==> src/logic/nbcp_defines.svh <==
// Offsets, constants and field layout of the boot configuration image
`ifndef NBCP_DEFINES_SVH
`define NBCP_DEFINES_SVH
`define NBCP_OFF_CHECKSUM 10'h000
`define NBCP_OFF_FINGERPRINT 10'h004
`define NBCP_OFF_VERSION 10'h008
`define NBCP_OFF_SEARCH_PAGE 10'h00C
`define NBCP_OFF_STRIDE 10'h010
`define NBCP_OFF_COPY_TOTAL 10'h012
`define NBCP_OFF_IMAGE_COPIES 10'h014
`define NBCP_OFF_TABLE 10'h040
`define NBCP_OFF_PARAM 10'h100
`define NBCP_IMAGE_BYTES 11'h400
`define NBCP_PARAM_BYTES 10'h100
`define NBCP_TABLE_ENTRIES 4'h8
`define NBCP_TABLE_ENTRY_BYTES 10'h008
`define NBCP_FINGERPRINT_VALUE 32'h4E464342
`define NBCP_VERSION_VALUE 32'h00000001
`define NBCP_COPIES_MIN 32'h00000001
`define NBCP_COPIES_MAX 32'h00000008
`define NBCP_P_VERSION 10'h004
`define NBCP_P_MEM_KIND 10'h008
`define NBCP_P_ACCESS 10'h009
`define NBCP_P_CLOCK 10'h00C
`define NBCP_P_BUS_WAIT 10'h00D
`define NBCP_P_CMD_WAIT 10'h00E
`define NBCP_P_STROBE 10'h00F
`define NBCP_P_WIN_BASE 10'h010
`define NBCP_P_WIN_SIZE 10'h014
`define NBCP_P_CMD_BASE 10'h018
`define NBCP_MEM_KIND_PARALLEL 8'h01
`define NBCP_WAIT_UNIT_SHIFT 10
`define NBCP_WAIT_ZERO_VALUE 8'hFF
`define NBCP_REG_CTRL 12'h000
`define NBCP_REG_STATUS 12'h004
`define NBCP_REG_BASE 12'h008
`define NBCP_REG_SETTINGS 12'h00C
`define NBCP_REG_WIN_BASE 12'h010
`define NBCP_REG_WIN_SIZE 12'h014
`define NBCP_REG_CMD_BASE 12'h018
`define NBCP_REG_STRIDE 12'h01C
`define NBCP_REG_VERSION 12'h020
`define NBCP_REG_BUS_WAIT 12'h024
`define NBCP_REG_CMD_WAIT 12'h028
`define NBCP_REG_COPIES 12'h02C
`define NBCP_REG_TABLE 12'h040
`endif

==> src/logic/nbcp_pkg.sv <==
// Types shared by the boot configuration parser
package nbcp_pkg;
  typedef enum logic [1:0] {
    NBCP_PATH_IP_CMD,
    NBCP_PATH_MAPPED,
    NBCP_PATH_BAD
  } nbcp_path_t;
  typedef enum logic [3:0] {
    NBCP_CLK_33, NBCP_CLK_40, NBCP_CLK_50, NBCP_CLK_66,
    NBCP_CLK_108, NBCP_CLK_133, NBCP_CLK_166, NBCP_CLK_MAX,
    NBCP_CLK_BAD
  } nbcp_clock_t;
endpackage

==> src/logic/nbcp_table_mem.sv <==
// Small memory holding the image location table words
`timescale 1ns/1ps
module nbcp_table_mem #(
  parameter int DEPTH = 16,
  parameter int AW = 4
) (
  input wire logic sys_clk_i,
  input wire logic clk_en_i,
  input wire logic wr_en_i,
  input wire logic [AW-1:0] wr_addr_i,
  input wire logic [31:0] wr_data_i,
  input wire logic [AW-1:0] rd_addr_i,
  output logic [31:0] rd_data_o
);
  logic [31:0] mem [DEPTH];
  // No reset on the array or on the read data register, which loads every enabled cycle
  always_ff @(posedge sys_clk_i) begin
    if (clk_en_i) begin
      if (wr_en_i) begin
        mem[wr_addr_i] <= wr_data_i;
      end
      rd_data_o <= mem[rd_addr_i];
    end
  end
endmodule // nbcp_table_mem

==> src/logic/nbcp_parser.sv <==
// Boot configuration image parser with APB registers and memory reader
//
// Our own choices: the placing of the registers and the APB slave port.
`timescale 1ns/1ps
`include "nbcp_defines.svh"
module nbcp_parser #(
  parameter int ADDR_W = 32
) (
  input wire logic sys_clk_i,
  input wire logic reset_n_i,
  input wire logic clk_en_i,
  input wire logic psel_i,
  input wire logic penable_i,
  input wire logic pwrite_i,
  input wire logic [11:0] paddr_i,
  input wire logic [31:0] pwdata_i,
  output logic [31:0] prdata_o,
  output logic pready_o,
  output logic pslverr_o,
  output logic mem_req_o,
  output logic [ADDR_W-1:0] mem_addr_o,
  input wire logic mem_ack_i,
  input wire logic [7:0] mem_data_i,
  output logic cfg_valid_o,
  output logic cfg_path_mapped_o,
  output logic [3:0] cfg_clock_code_o,
  output logic cfg_strobe_pad_o,
  output logic [17:0] cfg_bus_wait_o,
  output logic [17:0] cfg_cmd_wait_o,
  output logic [31:0] cfg_win_base_o,
  output logic [31:0] cfg_win_size_o,
  output logic [31:0] cfg_cmd_base_o
);
  import nbcp_pkg::*;

  typedef enum logic [1:0] {NBCP_IDLE, NBCP_REQ, NBCP_CHECK} nbcp_state_t;

  // Decoded parameter block and table ranges share one compare
  function automatic logic at(input logic [9:0] ofs, input logic [9:0] base,
                              input logic [9:0] len);
    at = (ofs >= base) && (ofs < base + len);
  endfunction

  nbcp_state_t state_reg, state_next;
  logic [9:0] ofs_reg;
  logic [ADDR_W-1:0] base_reg;
  logic busy_reg, done_reg, err_fmt_reg, err_kind_reg, err_copies_reg;
  logic [31:0] shift_reg;
  logic [31:0] fingerprint_reg, version_reg, copies_reg, checksum_reg;
  logic [31:0] pversion_reg, win_base_reg, win_size_reg, cmd_base_reg;
  logic [15:0] stride_reg, copy_total_reg;
  logic [7:0] kind_reg, access_reg, clock_reg, bus_wait_reg, cmd_wait_reg;
  logic [7:0] strobe_reg;
  logic [31:0] table_rd;

  // APB decode
  wire apb_setup = psel_i && !penable_i;
  wire apb_write = pready_o && pwrite_i;
  wire [11:0] word_addr = {paddr_i[11:2], 2'b00};
  wire start = apb_write && (word_addr == `NBCP_REG_CTRL) && pwdata_i[0]
               && !busy_reg;
  wire base_wr = apb_write && (word_addr == `NBCP_REG_BASE) && !busy_reg;
  wire is_table = (word_addr >= `NBCP_REG_TABLE) &&
                  (word_addr < `NBCP_REG_TABLE + 12'h040);
  wire [3:0] table_rd_idx = paddr_i[5:2];

  // Memory reader: bytes come little-endian, assembled per word
  wire byte_in = clk_en_i && (state_reg == NBCP_REQ) && mem_ack_i;
  wire [31:0] word_now = {mem_data_i, shift_reg[31:8]};
  wire word_end = byte_in && (ofs_reg[1:0] == 2'b11);
  wire [15:0] half_now = {mem_data_i, shift_reg[31:24]};
  wire half_end = byte_in && (ofs_reg[0] == 1'b1);
  wire last_byte = byte_in &&
                   ({1'b0, ofs_reg} == `NBCP_IMAGE_BYTES - 11'h001);
  wire [9:0] pofs = ofs_reg - `NBCP_OFF_PARAM;
  wire in_param = at(ofs_reg, `NBCP_OFF_PARAM, `NBCP_PARAM_BYTES);
  wire in_table = at(ofs_reg, `NBCP_OFF_TABLE,
                     {6'h00, `NBCP_TABLE_ENTRIES} * `NBCP_TABLE_ENTRY_BYTES);
  wire table_wr = word_end && in_table;
  wire [3:0] table_wr_idx = ofs_reg[5:2];
  wire pbyte = byte_in && in_param;

  // Validity checks on the stored image words
  wire fp_ok = fingerprint_reg == `NBCP_FINGERPRINT_VALUE;
  wire ver_ok = version_reg == `NBCP_VERSION_VALUE;
  wire copies_ok = (copies_reg >= `NBCP_COPIES_MIN) &&
                   (copies_reg <= `NBCP_COPIES_MAX);
  wire kind_ok = kind_reg == `NBCP_MEM_KIND_PARALLEL;
  wire image_ok = fp_ok && ver_ok && copies_ok && kind_ok;

  // Wait limit decode shared by both timeouts
  function automatic logic [17:0] wait_cycles(input logic [7:0] n);
    logic [7:0] v;
    v = (n == 8'h00) ? `NBCP_WAIT_ZERO_VALUE : n;
    wait_cycles = {v, {`NBCP_WAIT_UNIT_SHIFT{1'b0}}};
  endfunction

  always_comb begin
    state_next = state_reg;
    unique case (state_reg)
      NBCP_IDLE: if (start) state_next = NBCP_REQ;
      NBCP_REQ: if (last_byte) state_next = NBCP_CHECK;
      NBCP_CHECK: state_next = NBCP_IDLE;
    endcase
  end

  always_ff @(posedge sys_clk_i) begin
    if (!reset_n_i) begin
      state_reg <= NBCP_IDLE;
      ofs_reg <= 10'h000;
      busy_reg <= 1'b0;
    end else if (clk_en_i) begin
      state_reg <= state_next;
      busy_reg <= (state_next != NBCP_IDLE);
      if (start) begin
        ofs_reg <= 10'h000;
      end else if (byte_in) begin
        ofs_reg <= ofs_reg + 10'h001;
      end
    end
  end

  always_ff @(posedge sys_clk_i) begin
    if (!reset_n_i) begin
      base_reg <= '0;
      shift_reg <= 32'h00000000;
    end else if (clk_en_i) begin
      if (base_wr) begin
        base_reg <= pwdata_i[ADDR_W-1:0];
      end
      if (byte_in) begin
        shift_reg <= word_now;
      end
    end
  end

  // Header words of the outer image
  always_ff @(posedge sys_clk_i) begin
    if (!reset_n_i) begin
      checksum_reg <= 32'h00000000;
      fingerprint_reg <= 32'h00000000;
      version_reg <= 32'h00000000;
      copies_reg <= 32'h00000000;
      stride_reg <= 16'h0000;
      copy_total_reg <= 16'h0000;
    end else if (clk_en_i) begin
      if (word_end && {ofs_reg[9:2], 2'b00} == `NBCP_OFF_CHECKSUM) begin
        checksum_reg <= word_now;
      end
      if (word_end && {ofs_reg[9:2], 2'b00} == `NBCP_OFF_FINGERPRINT) begin
        fingerprint_reg <= word_now;
      end
      if (word_end && {ofs_reg[9:2], 2'b00} == `NBCP_OFF_VERSION) begin
        version_reg <= word_now;
      end
      if (word_end && {ofs_reg[9:2], 2'b00} == `NBCP_OFF_IMAGE_COPIES) begin
        copies_reg <= word_now;
      end
      if (half_end && {ofs_reg[9:1], 1'b0} == `NBCP_OFF_STRIDE) begin
        stride_reg <= half_now;
      end
      if (half_end && {ofs_reg[9:1], 1'b0} == `NBCP_OFF_COPY_TOTAL) begin
        copy_total_reg <= half_now;
      end
    end
  end

  // Parameter block fields, offsets relative to its start
  always_ff @(posedge sys_clk_i) begin
    if (!reset_n_i) begin
      pversion_reg <= 32'h00000000;
      win_base_reg <= 32'h00000000;
      win_size_reg <= 32'h00000000;
      cmd_base_reg <= 32'h00000000;
      kind_reg <= 8'h00;
      access_reg <= 8'h00;
      clock_reg <= 8'h00;
      bus_wait_reg <= 8'h00;
      cmd_wait_reg <= 8'h00;
      strobe_reg <= 8'h00;
    end else if (clk_en_i && pbyte) begin
      if (pofs[1:0] == 2'b11 && {pofs[9:2], 2'b00} == `NBCP_P_VERSION)
        pversion_reg <= word_now;
      if (pofs[1:0] == 2'b11 && {pofs[9:2], 2'b00} == `NBCP_P_WIN_BASE)
        win_base_reg <= word_now;
      if (pofs[1:0] == 2'b11 && {pofs[9:2], 2'b00} == `NBCP_P_WIN_SIZE)
        win_size_reg <= word_now;
      if (pofs[1:0] == 2'b11 && {pofs[9:2], 2'b00} == `NBCP_P_CMD_BASE)
        cmd_base_reg <= word_now;
      if (pofs == `NBCP_P_MEM_KIND) kind_reg <= mem_data_i;
      if (pofs == `NBCP_P_ACCESS) access_reg <= mem_data_i;
      if (pofs == `NBCP_P_CLOCK) clock_reg <= mem_data_i;
      if (pofs == `NBCP_P_BUS_WAIT) bus_wait_reg <= mem_data_i;
      if (pofs == `NBCP_P_CMD_WAIT) cmd_wait_reg <= mem_data_i;
      if (pofs == `NBCP_P_STROBE) strobe_reg <= mem_data_i;
    end
  end

  nbcp_table_mem #(.DEPTH(16), .AW(4)) u_table (
    .sys_clk_i(sys_clk_i),
    .clk_en_i(clk_en_i),
    .wr_en_i(table_wr),
    .wr_addr_i(table_wr_idx),
    .wr_data_i(word_now),
    .rd_addr_i(table_rd_idx),
    .rd_data_o(table_rd)
  );

  // Decoded settings; unknown access and clock codes map to a bad value
  wire path_known = access_reg[7:1] == 7'h00;
  wire clock_known = clock_reg[7:3] == 5'h00;
  wire strobe_known = strobe_reg[7:1] == 7'h00;
  nbcp_path_t path_dec;
  nbcp_clock_t clock_dec;
  assign path_dec = !path_known ? NBCP_PATH_BAD :
                    access_reg[0] ? NBCP_PATH_MAPPED : NBCP_PATH_IP_CMD;
  assign clock_dec = clock_known ? nbcp_clock_t'({1'b0, clock_reg[2:0]})
                                 : NBCP_CLK_BAD;
  wire settings_ok = image_ok && path_known && clock_known && strobe_known;

  // Settings reach the controller only after a clean check
  always_ff @(posedge sys_clk_i) begin
    if (!reset_n_i) begin
      done_reg <= 1'b0;
      err_fmt_reg <= 1'b0;
      err_kind_reg <= 1'b0;
      err_copies_reg <= 1'b0;
      cfg_valid_o <= 1'b0;
      cfg_path_mapped_o <= 1'b0;
      cfg_clock_code_o <= 4'h0;
      cfg_strobe_pad_o <= 1'b0;
      cfg_bus_wait_o <= 18'h00000;
      cfg_cmd_wait_o <= 18'h00000;
      cfg_win_base_o <= 32'h00000000;
      cfg_win_size_o <= 32'h00000000;
      cfg_cmd_base_o <= 32'h00000000;
    end else if (clk_en_i) begin
      if (start) begin
        done_reg <= 1'b0;
        cfg_valid_o <= 1'b0;
      end else if (state_reg == NBCP_CHECK) begin
        done_reg <= 1'b1;
        err_fmt_reg <= !(fp_ok && ver_ok);
        err_copies_reg <= !copies_ok;
        err_kind_reg <= !kind_ok ||
                        !(path_known && clock_known && strobe_known);
        cfg_valid_o <= settings_ok;
        if (settings_ok) begin
          cfg_path_mapped_o <= (path_dec == NBCP_PATH_MAPPED);
          cfg_clock_code_o <= clock_dec;
          cfg_strobe_pad_o <= strobe_reg[0];
          cfg_bus_wait_o <= wait_cycles(bus_wait_reg);
          cfg_cmd_wait_o <= wait_cycles(cmd_wait_reg);
          cfg_win_base_o <= win_base_reg;
          cfg_win_size_o <= win_size_reg;
          cfg_cmd_base_o <= cmd_base_reg;
        end
      end
    end
  end

  // Memory address: byte address from base plus running offset
  assign mem_req_o = (state_reg == NBCP_REQ);
  assign mem_addr_o = base_reg + {{(ADDR_W-10){1'b0}}, ofs_reg};

  // APB read mux; table entries beyond the image copies count read as zero
  wire [3:0] entry_idx = table_rd_idx >> 1;
  wire entry_used = {28'h0000000, entry_idx} < copies_reg;
  logic [31:0] rd_mux;
  logic rd_bad;
  always_comb begin
    rd_mux = 32'h00000000;
    rd_bad = 1'b0;
    if (is_table) begin
      rd_mux = entry_used ? table_rd : 32'h00000000;
    end else begin
      unique case (word_addr)
        `NBCP_REG_CTRL: rd_mux = {31'h00000000, busy_reg};
        `NBCP_REG_STATUS: rd_mux = {27'h0000000, err_kind_reg,
                                    err_copies_reg, err_fmt_reg,
                                    cfg_valid_o, done_reg};
        `NBCP_REG_BASE: rd_mux = {{(32-ADDR_W){1'b0}}, base_reg};
        `NBCP_REG_SETTINGS: rd_mux = {16'h0000, strobe_reg, clock_reg[3:0],
                                      2'b00, path_dec};
        `NBCP_REG_WIN_BASE: rd_mux = win_base_reg;
        `NBCP_REG_WIN_SIZE: rd_mux = win_size_reg;
        `NBCP_REG_CMD_BASE: rd_mux = cmd_base_reg;
        `NBCP_REG_STRIDE: rd_mux = {copy_total_reg, stride_reg};
        `NBCP_REG_VERSION: rd_mux = pversion_reg;
        `NBCP_REG_BUS_WAIT: rd_mux = {24'h000000, bus_wait_reg};
        `NBCP_REG_CMD_WAIT: rd_mux = {24'h000000, cmd_wait_reg};
        `NBCP_REG_COPIES: rd_mux = copies_reg;
        default: rd_bad = 1'b1;
      endcase
    end
  end

  // Access phase waits one cycle so the table memory read settles
  logic wait_reg;
  always_ff @(posedge sys_clk_i) begin
    if (!reset_n_i) begin
      wait_reg <= 1'b0;
      prdata_o <= 32'h00000000;
    end else if (clk_en_i) begin
      wait_reg <= apb_setup;
      // Loaded in the wait cycle so it stands when pready is high
      if (psel_i && penable_i && !pwrite_i && wait_reg) begin
        prdata_o <= rd_mux;
      end
    end
  end
  assign pready_o = psel_i && penable_i && !wait_reg && clk_en_i;
  assign pslverr_o = pready_o && rd_bad;
endmodule // nbcp_parser

==> config.mk <==
export PLATFORM = sky130hd
export DESIGN_NAME = nbcp_parser
export DESIGN_NICKNAME = d
export VERILOG_FILES = /design/src/logic/nbcp_pkg.sv /design/src/logic/nbcp_table_mem.sv /design/src/logic/nbcp_parser.sv
export VERILOG_INCLUDE_DIRS = /design/src /design/src/logic
export SDC_FILE = /design/constraint.sdc
export NUM_CORES = 2
export LEC_CHECK = 0
export BUFFER_PORTS_ARGS = -buffer_cell sky130_fd_sc_hd__buf_2
export CAP_MARGIN = 20
export CORE_ASPECT_RATIO = 1.25
export CORE_MARGIN = 4
export CORE_UTILIZATION = 35
export CTS_CLUSTER_SIZE = 10
export DETAILED_ROUTE_END_ITERATION = 6
export HOLD_SLACK_MARGIN = 0.05
export PLACE_DENSITY = 0.51
export REMOVE_ABC_BUFFERS = 1
export SYNTH_ARGS = -nofsm -noshare
export SYNTH_HDL_FRONTEND = slang
export SYNTH_HIERARCHICAL = 1
export SYNTH_SLANG_ARGS = --single-unit
==> constraint.sdc <==
create_clock -name sys_clk_i -period 6.3 [get_ports sys_clk_i]
set_clock_uncertainty 0.2 [all_clocks]
set_input_delay 0.315 -clock sys_clk_i [delete_from_list [all_inputs] [get_ports sys_clk_i]]
set_output_delay 0.315 -clock sys_clk_i [all_outputs]
set_load 0.005 [all_outputs]
==> impl_metrics.csv <==
group,metric,value,unit
finish,areaGrowthSynthToFinish,16.3,%
worst_setup_path,critPathCaptureType,"flop",
finish,n_fill_cell,11625,
drt,wl,143000,um
timing,tightest_slew,1220,ps
power,p_per_area,276,mW/mm^2
global_route,track_usage,21.5,%
power,p_switching,3.03,mW
global_route,grt_pass1_wl,206000,um
outcome,status,"complete, no violations",
worst_setup_path,worstSetupPathType,"reg -> reg",
global_route,antenna_found_initial,6,
logic_synthesis,yosysWarnings,6,
timing,slew_viol_final,0,
clock_tree,tritoncts,"done",
drt,vias_per_cell,5.38,
timing,finalSetupTns,0,ps
flow_run,max_cap_violations,0,
logic_synthesis,syn_avg_cell_area,12.5,sq um
die,core-area,0.124,sq mm
clock_tree,ctsHtreeMaxLevel,3,
die,num_rows,144,
power,internal-power,11.0,mW
power,pwr-share-comb,3.1,%
global_route,grt_max_degree,184,
clock_tree,clk_path_buf_depth,3,
logic_synthesis,synthesis.area,0.0436,sq mm
finish,nNetsFinal,3818,
clock_tree,post_cts_resized,0,
die,io_pins,265,
logic_synthesis,synth_seq_area_share,61.7,%
die,dieWidth,324,um
logic_synthesis,synth_cells,3485,
worst_setup_path,cp-start-kind,"flop",
die,fp.dieArea,0.130,sq mm
clock_tree,numClockSinks,1073,
clock_tree,clkSlewWorstSetupHoldPaths,60,ps
finish,largest_reg_flops,512,
clock_tree,post-cts-setup-buffers,0,
placement,io_buffers,242,
worst_setup_path,crit_fanout,21,
timing,fin_crit_sh,68.6,%
worst_setup_path,worstPathRequired,6480,ps
drt,drc_errors,0,
die,start_util,35.3,%
worst_setup_path,max_stage_delay,930,ps
timing,rsz0062_at_grt,"no",
clock_tree,clk_latency,710,ps
logic_synthesis,synth-edff-count,544,
worst_setup_path,path_cells,"ha_1 > nand4_1 > nor4bb_1 > nand2_1 > or3_1 > nor2_4 > buf_4",
clock_tree,cts_root_buf,"clkbuf_16",
logic_synthesis,synth_flop_cell,"edfxtp_1",
logic_synthesis,async_flop_share,0,%
drt,wl_per_cell,26.5,um
timing,fmax,0.232,GHz
power,sw_frac_of_total,21.6,%
worst_setup_path,critical_path.slowest_cell,"nor2_4",
power,power_leakage,18.0,nW
die,fp.dieH,403,um
logic_synthesis,ys_ff_latch,1073,
global_route,overflow,0,
clock_tree,cts_made_buffers,118,
finish,drive_gt1_share,16.9,%
worst_setup_path,reg2reg_slack,1980,ps
timing,fin_crit,4320,ps
placement,place.gp.congestion,0.863,
power,clkPwrFrac,44.6,%
worst_hold_path,min_path_type,"in -> reg",
timing,relSlewSlack,18.4,%
placement,hpwlAfterDp,91700,um
drt,num_vias,29086,
logic_synthesis,yosysUniqueCellTypes,67,
timing,hold_viol,0,
global_route,grt_pass1_vias,28481,
timing,setup_viol,0,
power,vdd_drop_max,0.237,mV
timing,finalHoldWorstSlack,95.2,ps
worst_setup_path,arrival,4500,ps
drt,ant_nets,0,
drt,detailedRoute.firstPassIterationCount,6,
drt,drt_iter0_markers,2469,
finish,regMostFlops,"u_table/mem",
power,pwr-share-seq,52.3,%
finish,fin_util,41.0,%
-- area by class of cell --
| type | count | area, sq um | share of cell area [%] |
|---|---|---|---|
| Clock inverter | 7 | 98.8 | 0.195 |
| Inverter | 18 | 67.6 | 0.133 |
| Sequential cell | 1073 | 26900 | 53.1 |
| Antenna cell | 1 | 2.50 | 0.00494 |
| Tap cell | 1606 | 2010 | 3.96 |
| Multi-Input combinational cell | 2135 | 15600 | 30.9 |
| Timing Repair Buffer | 394 | 2700 | 5.33 |
| Clock buffer | 176 | 3250 | 6.42 |
-- cells in the mapped netlist (5+ instances only) --
cell type	number	area [sq um]
xor2_1	19	166
buf_2	20	100
a21boi_0	257	1930
dfxtp_1	529	10600
ha_1	18	225
a22o_1	8	70.1
and2_1	14	87.6
mux4_2	137	3090
nand3_1	35	175
nor3_1	17	85.1
buf_4	37	278
o311a_1	16	160
nor4b_1	6	52.6
nor2b_1	212	1330
and3_1	5	31.3
clkbuf_1	201	754
mux2i_1	222	2220
nand4_1	21	131
edfxtp_1	544	16300
a31oi_1	17	106
xnor2_1	18	158
inv_1	18	67.6
buf_1	16	60.1
a21oi_1	53	265
nor4bb_1	5	50.1
a22oi_1	123	923
or3_1	5	31.3
o22ai_1	14	87.6
nand2_1	618	2320
o21ai_0	58	290
a221oi_1	11	96.3
nor2_1	78	293
nand2b_1	21	131
a211oi_1	7	52.6
a2111oi_0	14	123
or4_1	5	37.5
nor4_1	26	163
-- cells in the final DEF, fill, tap and decap left out, drive strengths merged, types with 5 or more instances in the layout --
cell / synthesis / layout
nand4: 21 / 21
a31oi: 17 / 17
or4: 6 / 6
mux4: 137 / 137
and3: 5 / 5
nor2: 79 / 79
o22ai: 14 / 14
nor4b: 6 / 6
nor3: 21 / 21
a221oi: 11 / 11
o311a: 16 / 16
clkbuf: 201 / 176
a2111oi: 14 / 14
a211oi: 7 / 7
nor4bb: 5 / 5
nand2b: 21 / 21
buf: 77 / 335
o21ai: 58 / 58
ha: 18 / 18
a21oi: 53 / 53
and2: 15 / 15
edfxtp: 544 / 544
mux2i: 222 / 222
a22o: 8 / 8
conb: 1 / 20
dlygate4sd3: 0 / 59
clkinv: 0 / 5
a22oi: 123 / 123
inv: 18 / 20
nor2b: 212 / 212
nand3: 35 / 35
xor2: 19 / 19
nor4: 28 / 28
nand2: 618 / 618
xnor2: 18 / 18
a21boi: 259 / 259
dfxtp: 529 / 529
or3: 5 / 5
-- cells by family (layout without fill, tap and decap cells) --
family	Yosys count	in the layout	synth area share, %
other	1	21	0.00860
multiplexers	360	360	12.2
AO/OA/AOI/OAI	609	609	10.0
buffers and inverters	296	595	2.99
adder cells (fa/ha/maj)	19	19	0.562
AND/OR/NAND/NOR	1090	1090	11.7
flip-flops	1073	1073	61.7
XOR/XNOR	37	37	0.743
-- per-layer routing --
layer	wire length, um	vias up	global-route usage, %
met5	41	-	0
li1	-	13128	-
met2	71200	935	37.3
met4	5540	6	8.41
met1	58700	14799	27.1
met3	7780	218	3.10
-- path summary, 6_finish.rpt --
check	to	startpoint	depth (start not counted)
hold reg to reg	fingerprint_reg[14]	fingerprint_reg[14]	2
hold / removal	fingerprint_reg[24]	mem_data_i[0]	3
setup / recovery	u_table/mem[1][14]	ofs_reg[1]	7
setup reg to reg	u_table/mem[1][14]	ofs_reg[1]	7
-- through the flow --
step / setup WS (ps) / power [mW] / cell area, sq um / instances
finish: 1980 / 14.0 / 50700 / 5410
global route: 1730 / 14.5 / 50700 / 5409
CTS: 2020 / 14.2 / 50600 / 5407
detailed placement: 2030 / 7.89 / 46700 / 5165
global placement: 2070 / 7.89 / 46600 / 5159
floorplan: -1790 / 7.62 / 42400 / 3226
-- critical path, delay by kind of cell, from the launching register on --
| family | cells | cell delay [ps] |
|---|---|---|
| adder cells (fa/ha/maj) | 1 | 220 |
| buffers and inverters | 1 | 410 |
| flip-flops | 1 | 500 |
| AND/OR/NAND/NOR | 5 | 2620 |
-- power groups by stage --
| stage | Clock, mW | Combinational (mW) | Sequential, mW |
|---|---|---|---|
| after floorplan | 0 | 0.149 | 7.47 |
| after global placement | 0 | 0.412 | 7.47 |
| after global routing | 6.69 | 0.461 | 7.32 |
| after detailed placement | 0 | 0.413 | 7.48 |
| final | 6.25 | 0.437 | 7.33 |
| after CTS | 6.41 | 0.438 | 7.33 |
-- repair_timing --
action                     in CTS  in global routing
hold buffers                   59                  0
setup endpoints to repair       0                  0
hold endpoints to repair      111                  0
(Power assumes the default switching activity.)
